===== src/verilog/dac_link_cfg.svh =====
// Constants for the serial host link: frame lengths, field positions, mode codes
`ifndef DAC_LINK_CFG_SVH
`define DAC_LINK_CFG_SVH

// Frame lengths in serial clocks
`define TH_BITS      5'h0A
`define CV_BITS      5'h18
`define RB_CLKS      5'h10
// Falling edge count at which the readback output is released
`define RB_OE_OFF    5'h0F

// Converter-mode frame field positions
`define CV_HDR_MSB   23
`define CV_HDR_LSB   14
`define CV_DATA_MSB  13

// Mode code that arms a readback frame
`define MODE_READBACK 2'h1

// Number of synchronised pins
`define PIN_COUNT    4

`endif


===== src/verilog/dac_link_pkg.sv =====
// Types shared by the serial host link modules
package dac_link_pkg;

    // Frame state, one-hot
    typedef enum logic [3:0] {
        ST_IDLE  = 4'h1,
        ST_WRITE = 4'h2,
        ST_READ  = 4'h4,
        ST_DONE  = 4'h8
    } link_state_e;

    // Ten-bit command header, first bit sent is mode[1]
    typedef struct packed {
        logic [1:0] mode;
        logic       cal;
        logic       offset_sel;
        logic       test;
        logic [4:0] channel_address;
    } hdr_s;

endpackage


===== src/verilog/pin_sync_if.sv =====
// Synchronised pin levels and edge pulses passed from the pin stage to the link logic
`timescale 1ns/1ps
interface pin_sync_if;
    logic sync_fall;        // One-cycle pulse on frame sync falling edge
    logic sclk_rise;        // One-cycle pulse on serial clock rising edge
    logic sclk_fall;        // One-cycle pulse on serial clock falling edge
    logic din_s;            // Synchronised serial data in
    logic track_hold_s;     // Synchronised track/hold mode strap

    modport producer (output sync_fall, sclk_rise, sclk_fall, din_s, track_hold_s);
    modport consumer (input  sync_fall, sclk_rise, sclk_fall, din_s, track_hold_s);
endinterface

===== src/verilog/dac_serial_host_link.sv =====
// Device-side serial port of a 32-channel converter: frame decode, write capture, readback shift-out
//
// What this block does
// - Sample input bits on serial clock falls.
// - Update serial output on serial clock rises.
// - Readback frame spans sixteen serial clocks.
// - Fourteen result bits centred, one pad each side.
// - Track/hold write frame is ten bits.
// - Converter write frame is twenty-four bits.
// - Most significant bit first both ways.
// - Sync fall clears counter; extra edges ignored.
// - Output drives from first rise, releases at the fifteenth fall.
// - Five-bit address; offset select overrides it.
`timescale 1ns/1ps
module dac_serial_host_link
    import dac_link_pkg::*;
(
    input  wire logic         clk,
    input  wire logic         srst,
    input  wire logic         sync_n_pin,       // Frame sync pin, active low
    input  wire logic         sclk_pin,         // Serial clock pin from host
    input  wire logic         din_pin,          // Serial data in pin
    input  wire logic         track_hold_mode,  // Mode strap pin: high selects ten-bit frames
    input  wire logic [13:0]  rd_data,          // Contents of the channel named by rb_channel
    output logic              dout,             // Serial data out level
    output logic              dout_oe,          // High while the output pin is driven
    output logic              wr_valid,         // One-cycle pulse: a write frame completed
    output logic              wr_track_hold,    // Completed frame was ten-bit
    output logic [1:0]        wr_mode,          // Mode bits of the frame
    output logic              wr_cal,           // Calibration bit
    output logic              wr_offset_sel,    // Offset channel chosen
    output logic              wr_test,          // Test bit
    output logic [4:0]        channel_address,  // Selected channel, zero when offset chosen
    output logic [13:0]       wr_data,          // Converter word, zero for ten-bit frames
    output logic              rb_offset,        // Readback targets the offset channel
    output logic [4:0]        rb_channel        // Channel that the next readback returns
);
`include "dac_link_cfg.svh"

    pin_sync_if ps ();                  // Synchronised pins and edges

    // Pin stage: every pin passes two flops before use
    pin_sync u_pin_sync (
        .clk            (clk),
        .srst           (srst),
        .sync_n_pin     (sync_n_pin),
        .sclk_pin       (sclk_pin),
        .din_pin        (din_pin),
        .track_hold_pin (track_hold_mode),
        .ps             (ps)
    );

    // Header view of a ten-bit slice, used for both frame widths
    function automatic hdr_s hdr_of(input logic [9:0] bits);
        hdr_of = hdr_s'(bits);
    endfunction

    link_state_e state_q, state_d;      // Frame state
    logic [4:0]  cnt_q, cnt_d;          // Serial clocks seen in this frame
    logic        th_q, th_d;            // Frame width latched at sync fall
    logic [23:0] sh_q, sh_d;            // Input shift register
    logic [15:0] rsh_q, rsh_d;          // Readback shift register with pads
    logic        dout_q, dout_d;
    logic        oe_q, oe_d;
    logic        armed_q, armed_d;      // Next frame is a readback
    logic        wv_q, wv_d;
    logic        wth_q, wth_d;
    hdr_s        hdr_q, hdr_d;          // Decoded header of last write
    logic [13:0] wdat_q, wdat_d;
    logic        rbo_q, rbo_d;
    logic [4:0]  rbc_q, rbc_d;
    hdr_s        hdr_n;                 // Header of the frame now closing
    logic [23:0] sh_n;                  // Shift register after this bit

    // Next-state logic for frame control, capture and shift-out
    always_comb begin
        state_d = state_q;
        cnt_d   = cnt_q;
        th_d    = th_q;
        sh_d    = sh_q;
        rsh_d   = rsh_q;
        dout_d  = dout_q;
        oe_d    = oe_q;
        armed_d = armed_q;
        wv_d    = 1'b0;
        wth_d   = wth_q;
        hdr_d   = hdr_q;
        wdat_d  = wdat_q;
        rbo_d   = rbo_q;
        rbc_d   = rbc_q;
        sh_n    = {sh_q[22:0], ps.din_s};
        hdr_n   = th_q ? hdr_of(sh_n[9:0]) : hdr_of(sh_n[`CV_HDR_MSB:`CV_HDR_LSB]);
        case (state_q)
            // Waiting for a frame; only a sync fall starts one
            ST_IDLE, ST_DONE: begin
                if (ps.sync_fall) begin
                    cnt_d = 5'h00;
                    th_d  = ps.track_hold_s;
                    if (armed_q) begin
                        // Snapshot the result so a changing channel cannot tear it
                        state_d = ST_READ;
                        rsh_d   = {1'b0, rd_data, 1'b0};
                        armed_d = 1'b0;
                    end else begin
                        state_d = ST_WRITE;
                    end
                end
            end
            // Shift in on falls; further sync edges are ignored here
            ST_WRITE: begin
                if (ps.sclk_fall) begin
                    sh_d  = sh_n;
                    cnt_d = cnt_q + 5'h01;
                    if (cnt_q == (th_q ? `TH_BITS : `CV_BITS) - 5'h01) begin
                        state_d = ST_DONE;
                        wv_d    = 1'b1;
                        wth_d   = th_q;
                        hdr_d   = hdr_n;
                        wdat_d  = th_q ? 14'h0000 : sh_n[`CV_DATA_MSB:0];
                        if (hdr_n.offset_sel) begin
                            hdr_d.channel_address = 5'h00;
                        end
                        if (hdr_n.mode == `MODE_READBACK) begin
                            armed_d = 1'b1;
                            rbo_d   = hdr_n.offset_sel;
                            rbc_d   = hdr_n.offset_sel ? 5'h00 : hdr_n.channel_address;
                        end
                    end
                end
            end
            // Shift out on rises; input data is ignored
            ST_READ: begin
                if (ps.sclk_rise) begin
                    dout_d = rsh_q[15];
                    rsh_d  = {rsh_q[14:0], 1'b0};
                    cnt_d  = cnt_q + 5'h01;
                    if (cnt_q == 5'h00) begin
                        oe_d = 1'b1;
                    end
                    if (cnt_q == `RB_CLKS - 5'h01) begin
                        state_d = ST_DONE;
                    end
                end else if (ps.sclk_fall && cnt_q == `RB_OE_OFF) begin
                    oe_d = 1'b0;
                end
            end
            default: begin
                state_d = ST_IDLE;
            end
        endcase
        if (srst) begin
            state_d = ST_IDLE;
            cnt_d   = 5'h00;
            th_d    = 1'b0;
            sh_d    = 24'h000000;
            rsh_d   = 16'h0000;
            dout_d  = 1'b0;
            oe_d    = 1'b0;
            armed_d = 1'b0;
            wth_d   = 1'b0;
            hdr_d   = '0;
            wdat_d  = 14'h0000;
            rbo_d   = 1'b0;
            rbc_d   = 5'h00;
        end
    end

    // Register the frame state
    always_ff @(posedge clk) begin
        state_q <= state_d;
        cnt_q   <= cnt_d;
        th_q    <= th_d;
        sh_q    <= sh_d;
        rsh_q   <= rsh_d;
        dout_q  <= dout_d;
        oe_q    <= oe_d;
        armed_q <= armed_d;
        wv_q    <= wv_d;
        wth_q   <= wth_d;
        hdr_q   <= hdr_d;
        wdat_q  <= wdat_d;
        rbo_q   <= rbo_d;
        rbc_q   <= rbc_d;
    end

    assign dout            = dout_q;
    assign dout_oe         = oe_q;
    assign wr_valid        = wv_q;
    assign wr_track_hold   = wth_q;
    assign wr_mode         = hdr_q.mode;
    assign wr_cal          = hdr_q.cal;
    assign wr_offset_sel   = hdr_q.offset_sel;
    assign wr_test         = hdr_q.test;
    assign channel_address = hdr_q.channel_address;
    assign wr_data         = wdat_q;
    assign rb_offset       = rbo_q;
    assign rb_channel      = rbc_q;
endmodule // dac_serial_host_link


===== src/verilog/pin_sync.sv =====
// Two-flop synchronisers and edge detectors for the serial link pins
`timescale 1ns/1ps
module pin_sync
    import dac_link_pkg::*;
(
    input  wire logic         clk,
    input  wire logic         srst,
    input  wire logic         sync_n_pin,
    input  wire logic         sclk_pin,
    input  wire logic         din_pin,
    input  wire logic         track_hold_pin,
    pin_sync_if.producer      ps
);
`include "dac_link_cfg.svh"

    logic [`PIN_COUNT-1:0] raw;      // Pins as they arrive
    logic [`PIN_COUNT-1:0] meta_q;   // First stage, read only by the second
    logic [`PIN_COUNT-1:0] stab_q;   // Second stage, safe to use
    logic [`PIN_COUNT-1:0] prev_q;   // Delayed copy for edge finding
    logic [`PIN_COUNT-1:0] meta_d;
    logic [`PIN_COUNT-1:0] stab_d;
    logic [`PIN_COUNT-1:0] prev_d;

    assign raw = {track_hold_pin, din_pin, sclk_pin, sync_n_pin};

    // Next values of each pin's three stages; idle levels are high for sync and low otherwise
    genvar g;
    generate
        for (g = 0; g < `PIN_COUNT; g++) begin : g_pin
            always_comb begin
                meta_d[g] = srst ? (g == 0) : raw[g];
                stab_d[g] = srst ? (g == 0) : meta_q[g];
                prev_d[g] = srst ? (g == 0) : stab_q[g];
            end
        end
    endgenerate

    // Register all stages
    always_ff @(posedge clk) begin
        meta_q <= meta_d;
        stab_q <= stab_d;
        prev_q <= prev_d;
    end

    // Edge pulses compare the second and third stages only
    assign ps.sync_fall    = prev_q[0] & ~stab_q[0];
    assign ps.sclk_rise    = ~prev_q[1] & stab_q[1];
    assign ps.sclk_fall    = prev_q[1] & ~stab_q[1];
    assign ps.din_s        = stab_q[2];
    assign ps.track_hold_s = stab_q[3];

endmodule // pin_sync


===== config.mk =====
export PLATFORM = sky130hd
export DESIGN_NAME = dac_serial_host_link
export DESIGN_NICKNAME = d
export VERILOG_FILES = /design/src/verilog/dac_link_pkg.sv /design/src/verilog/pin_sync_if.sv /design/src/verilog/dac_serial_host_link.sv /design/src/verilog/pin_sync.sv
export VERILOG_INCLUDE_DIRS = /design/src /design/src/verilog
export SDC_FILE = /design/constraint.sdc
export NUM_CORES = 1
export LEC_CHECK = 0
export ABC_AREA = 1
export BUFFER_PORTS_ARGS = -buffer_cell sky130_fd_sc_hd__buf_2
export CAP_MARGIN = 15
export CELL_PAD_IN_SITES_DETAIL_PLACEMENT = 0
export CELL_PAD_IN_SITES_GLOBAL_PLACEMENT = 1
export CORE_ASPECT_RATIO = 1.75
export CORE_MARGIN = 2
export CORE_UTILIZATION = 41
export DETAILED_ROUTE_END_ITERATION = 8
export PLACE_DENSITY_LB_ADDON = 0.15
export SLEW_MARGIN = 20
export SYNTH_ARGS = -nofsm -noshare
export SYNTH_HDL_FRONTEND = slang
export SYNTH_SLANG_ARGS = --single-unit
export TNS_END_PERCENT = 1

===== constraint.sdc =====
create_clock -name clk -period 1.9 [get_ports clk]
set_input_delay 0.095 -clock clk [delete_from_list [all_inputs] [get_ports clk]]
set_output_delay 0.095 -clock clk [all_outputs]
set_load 0.03 [all_outputs]

==> tab_implementation.tex <==
\begin{tabular}{lr}
\hline
Metric & Value \\
\hline
\multicolumn{2}{l}{\textbf{Finish}} \\
Final design instance area without fill & 4678 sq um \\
Total inserted antenna cells & 0 \\
Area added between synthesis and finish & 19.11\% \\
Finished Core Util & 49.72\% \\
Ratio of cells with drive above 1 in the final layout & 15.78\% \\
Final Net Count & 639 \\
\multicolumn{2}{l}{\textbf{Synth}} \\
Dominant cell type by area after synthesis & sky130\_fd\_sc\_hd\_\_dfxtp\_1 \\
Post-synth cell types & 24 \\
Total nets after synthesis & 583 \\
Portion of the post-synthesis area used by sequential elements & 47.40\% \\
Yosys warns & 0 \\
Largest cells by area after synthesis & sky130\_fd\_sc\_hd\_\_dfxtp\_1 (47\%), sky130\_fd\_sc\_hd\_\_nand2\_1 (14\%), sky130\_fd\_sc\_hd\_\_o21ai\_0 (7.9\%) \\
Ys flop type & sky130\_fd\_sc\_hd\_\_dfxtp\_1 \\
Async set-or-reset flop fraction in the synthesized netlist & 0\% \\
Number of instances in the synthesized netlist & 560 \\
Syn Area/Cell & 7.013 sq um \\
Share of the synthesized area in the top cell type & 47.40\% \\
Most frequent cells after synthesis & sky130\_fd\_sc\_hd\_\_nand2\_1 (149), sky130\_fd\_sc\_hd\_\_dfxtp\_1 (93), sky130\_fd\_sc\_hd\_\_nor2\_1 (64) \\
Synthesized cell area & 3928 sq um \\
Yosys reg bits & 93 \\
EDFF count, synth & 0 \\
Cell with the most instances after synthesis & sky130\_fd\_sc\_hd\_\_nand2\_1 \\
\multicolumn{2}{l}{\textbf{CTS}} \\
Number of buffers between clock root and the deepest sink & 2 \\
Number of buffers created by CTS & 9 \\
Post-CTS Hold Fix Bufs & 4 \\
Number of buffers inserted to repair setup after CTS & 0 \\
TritonCTS clock tree & yes \\
Maximum level of the CTS H-tree & 3 \\
Clock transition at the registers of the reported paths & 0.06 ns \\
Total clock sinks & 93 \\
Post-cts resize count & 0 \\
Insertion delay to the later sink of the worst-skew pair & 0.34 ns \\
Cell at the root of the clock tree & sky130\_fd\_sc\_hd\_\_clkbuf\_16 \\
\multicolumn{2}{l}{\textbf{Die}} \\
Number of placement rows & 47 \\
IO Pins & 54 \\
Die Wd & 77.99 um \\
DIE HEIGHT & 133.5 um \\
Initial standard-cell utilization of the core & 41.74\% \\
Die Area & 10,410 sq um \\
Standard cell core area & 9409 sq um \\
\multicolumn{2}{l}{\textbf{Route}} \\
DRC Markers & 0 \\
Post-detailed-routing wire length & 9.574 mm \\
Initial DRC count & 155 \\
Number of nets with antenna violations after detailed routing & 0 \\
Post-DR vias/cell & 4.880 \\
Post-DR wirelength/cell & 12.89 um \\
1st-pass router iterations & 4 \\
Via count & 3,626 \\
\multicolumn{2}{l}{\textbf{Global routing}} \\
First-pass GRT wire length & 16.11 mm \\
Total congestion overflow & 0 \\
Via count of the first global-routing pass & 3,410 \\
Pin count of the biggest net entering global routing & 34 \\
Number of antenna violations at the first check in global routing & 0 \\
GRT Util Overall & 19.52\% \\
\multicolumn{2}{l}{\textbf{STA}} \\
Hold Fails Final Rpt & 0 \\
Time the final worst path needs with I/O delays and setup & 1.674 ns \\
Maximum clock rate & 597.2 MHz \\
Final setup violation count & 0 \\
Transition time of the tightest slew-check pin & 0.6916 ns \\
Post-layout worst setup margin & 0.2256 ns \\
Unrepaired setup endpoints after global routing & false \\
Clock Skews & 0.005179 ns \\
Count of final max-slew check failures & 0 \\
Accumulated negative setup slack & 0 ns \\
Worst max-slew margin expressed relative to the limit & 53.41\% \\
Crit share post-route & 88.12\% \\
\multicolumn{2}{l}{\textbf{Critical path}} \\
Crit path from & cnt\_q[1]\$\_SDFFE\_PP0P\_ \\
Path type of the worst setup path & reg -> reg \\
Worst path depth & 9 \\
Internal reg-to-reg setup slack & 0.23 ns \\
Required time worst endpoint & 2.13 ns \\
Delay of the slowest critical-path stage & 0.39 ns \\
RR Startpoint & cnt\_q[1]\$\_SDFFE\_PP0P\_ \\
Cell with the largest stage delay on the worst path & sky130\_fd\_sc\_hd\_\_dfxtp\_1 \\
Category of the worst setup path launch point & register \\
Critical path data arrival time & 1.91 ns \\
Critical register-to-register path endpoint & state\_q[1]\$\_SDFFE\_PP0P\_ \\
Worst Path Max Fanout & 5 \\
Worst-case reg-to-reg path depth & 9 \\
Top cell family by delay on the critical path & simple AND/OR/NAND/NOR gates \\
Cell repeated most along the worst path & sky130\_fd\_sc\_hd\_\_nor2\_1 \\
Nature of the critical path endpoint & register \\
Cell-by-cell trace of the critical path & ha\_1 > nand2\_1 > nor2\_1 > ha\_1 > nor2\_1 > nor2\_1 > nand2\_1 > o21ai\_0 > inv\_1 \\
Sum of buffers and inverters on the critical path & 1 \\
\multicolumn{2}{l}{\textbf{Placement}} \\
Final weighted congestion in routability-driven placement & 0.8521 \\
HPWL Detailed & 6.983 mm \\
Placement Setup Slack & 0.1941 ns \\
Total cell area at the placement stage & 4338 sq um \\
Port bufs & 53 \\
\multicolumn{2}{l}{\textbf{Power}} \\
Total power density per cell area & 1186 nW/um\^{}2 \\
Reported leakage power & 2.062 nW \\
Max VDD drop & 0.8500 mV \\
\multicolumn{2}{l}{\textbf{Worst hold path}} \\
Type of the tightest min-delay check & in -> reg \\
Worst min-delay path startpoint & rd\_data[0] \\
Min-Delay Endpoint & rsh\_q[1]\$\_SDFFE\_PP0P\_ \\
Number of cells traversed by the worst hold path & 5 \\
\multicolumn{2}{l}{\textbf{Flow run}} \\
Max-capacitance violation count & 0 \\
\multicolumn{2}{l}{\textbf{Run status}} \\
Outcome & finished clean \\
\hline
\end{tabular}
==> area by class of cell <==
type / count / area (sq um)
Clock buffer: 10 / 239.0
Timing Repair Buffer: 73 / 425.4
Fill cell: 1041 / 4731
Tap cell: 122 / 152.6
Multi-Input combinational cell: 384 / 1732
Sequential cell: 93 / 1862
Clock inverter: 6 / 61.31
Inverter: 55 / 206.4
==> cell usage in the layout (no fill, tap or decap) <==
cell type,netlist,routed
sky130_fd_sc_hd__nand2_1,149,149
sky130_fd_sc_hd__dfxtp_1,93,93
sky130_fd_sc_hd__nor2_1,64,64
sky130_fd_sc_hd__o21ai_0,62,62
sky130_fd_sc_hd__a21oi_1,61,61
sky130_fd_sc_hd__buf_2,9,53
sky130_fd_sc_hd__inv_1,51,51
sky130_fd_sc_hd__nor3_1,16,16
sky130_fd_sc_hd__buf_4,3,16
sky130_fd_sc_hd__nand3_1,15,15
sky130_fd_sc_hd__clkbuf_16,0,9
sky130_fd_sc_hd__dlygate4sd3_1,0,4
sky130_fd_sc_hd__nor2_2,3,3
sky130_fd_sc_hd__inv_2,3,3
sky130_fd_sc_hd__ha_1,3,3
sky130_fd_sc_hd__clkinv_2,0,3
sky130_fd_sc_hd__nand4_1,2,2
sky130_fd_sc_hd__nor2_4,2,2
sky130_fd_sc_hd__or2_2,2,2
sky130_fd_sc_hd__clkinv_1,1,1
sky130_fd_sc_hd__nand3_2,1,1
sky130_fd_sc_hd__xor2_1,1,1
sky130_fd_sc_hd__o21ai_2,1,1
sky130_fd_sc_hd__xnor2_1,1,1
sky130_fd_sc_hd__nand4_4,1,1
sky130_fd_sc_hd__inv_6,0,1
sky130_fd_sc_hd__clkbuf_8,0,1
sky130_fd_sc_hd__bufinv_16,0,1
sky130_fd_sc_hd__clkinvlp_4,0,1
==> worst max-delay path by stage <==
stage | endpoint | slack [ns]
global placement | rb_channel[2]$_SDFFE_PP0P_ | 0.20
detailed placement | rb_channel[2]$_SDFFE_PP0P_ | 0.19
global route | rb_channel[0]$_SDFFE_PP0P_ | 0.005
finish | state_q[1]$_SDFFE_PP0P_ | 0.23
CTS | rb_channel[2]$_SDFFE_PP0P_ | 0.18
floorplan | state_q[1]$_SDFFE_PP0P_ | 0.47
==> stage by stage <==
step                power, mW  std cells  hold WS [ns]
finish                  5.549        743       0.07323
global route            5.900        743        0.1038
CTS                     5.613        743       0.06670
detailed placement      3.783        723        0.2872
global placement        3.765        723        0.2891
floorplan               3.383        560        0.1988
==> power by group <==
group | internal, mW | switching, mW
combinational | 0.466 | 1.02
sequential | 2.15 | 0.114
clock | 1.05 | 0.746
==> worst min-delay path, stage by stage <==
cell and delay [ns]:
sky130_fd_sc_hd__buf_2 0.09, sky130_fd_sc_hd__nand2_1 0.05, sky130_fd_sc_hd__nand2_1 0.05, sky130_fd_sc_hd__nand2_1 0.05, sky130_fd_sc_hd__nor2_1 0.03
==> sequential cells by signal, indices dropped and copies added, names as in the netlist <==
name               count
u_pin_sync.meta_q      4
dout_oe                1
u_pin_sync.stab_q      4
wr_valid               1
wr_mode                2
rsh_q                 15
wr_test                1
rb_channel             5
wr_data               14
th_q                   1
state_q                4
wr_offset_sel          1
armed_q                1
wr_track_hold          1
rb_offset              1
cnt_q                  5
channel_address        5
sh_q                  23
dout                   1
wr_cal                 1
u_pin_sync.prev_q      2
==> layer usage <==
layer / GRT usage [%] / wire (um) / vias to the layer above
li1: - / - / 1894
met1: 20.66 / 3769 / 1654
met2: 37.07 / 5309 / 61
met3: 3.320 / 220 / 17
met4: 8.382 / 275 / 0
met5: 0 / 0 / -
==> cells by family after synthesis <==
kind of cell	Yosys count	synth area share [%]
flops	93	47.40
buf+inv	83	8.506
xor+xnor	2	0.4461
fa+ha+maj	3	0.9558
simple gates	255	26.79
compound gates	124	15.90
(Power assumes the default switching activity.)
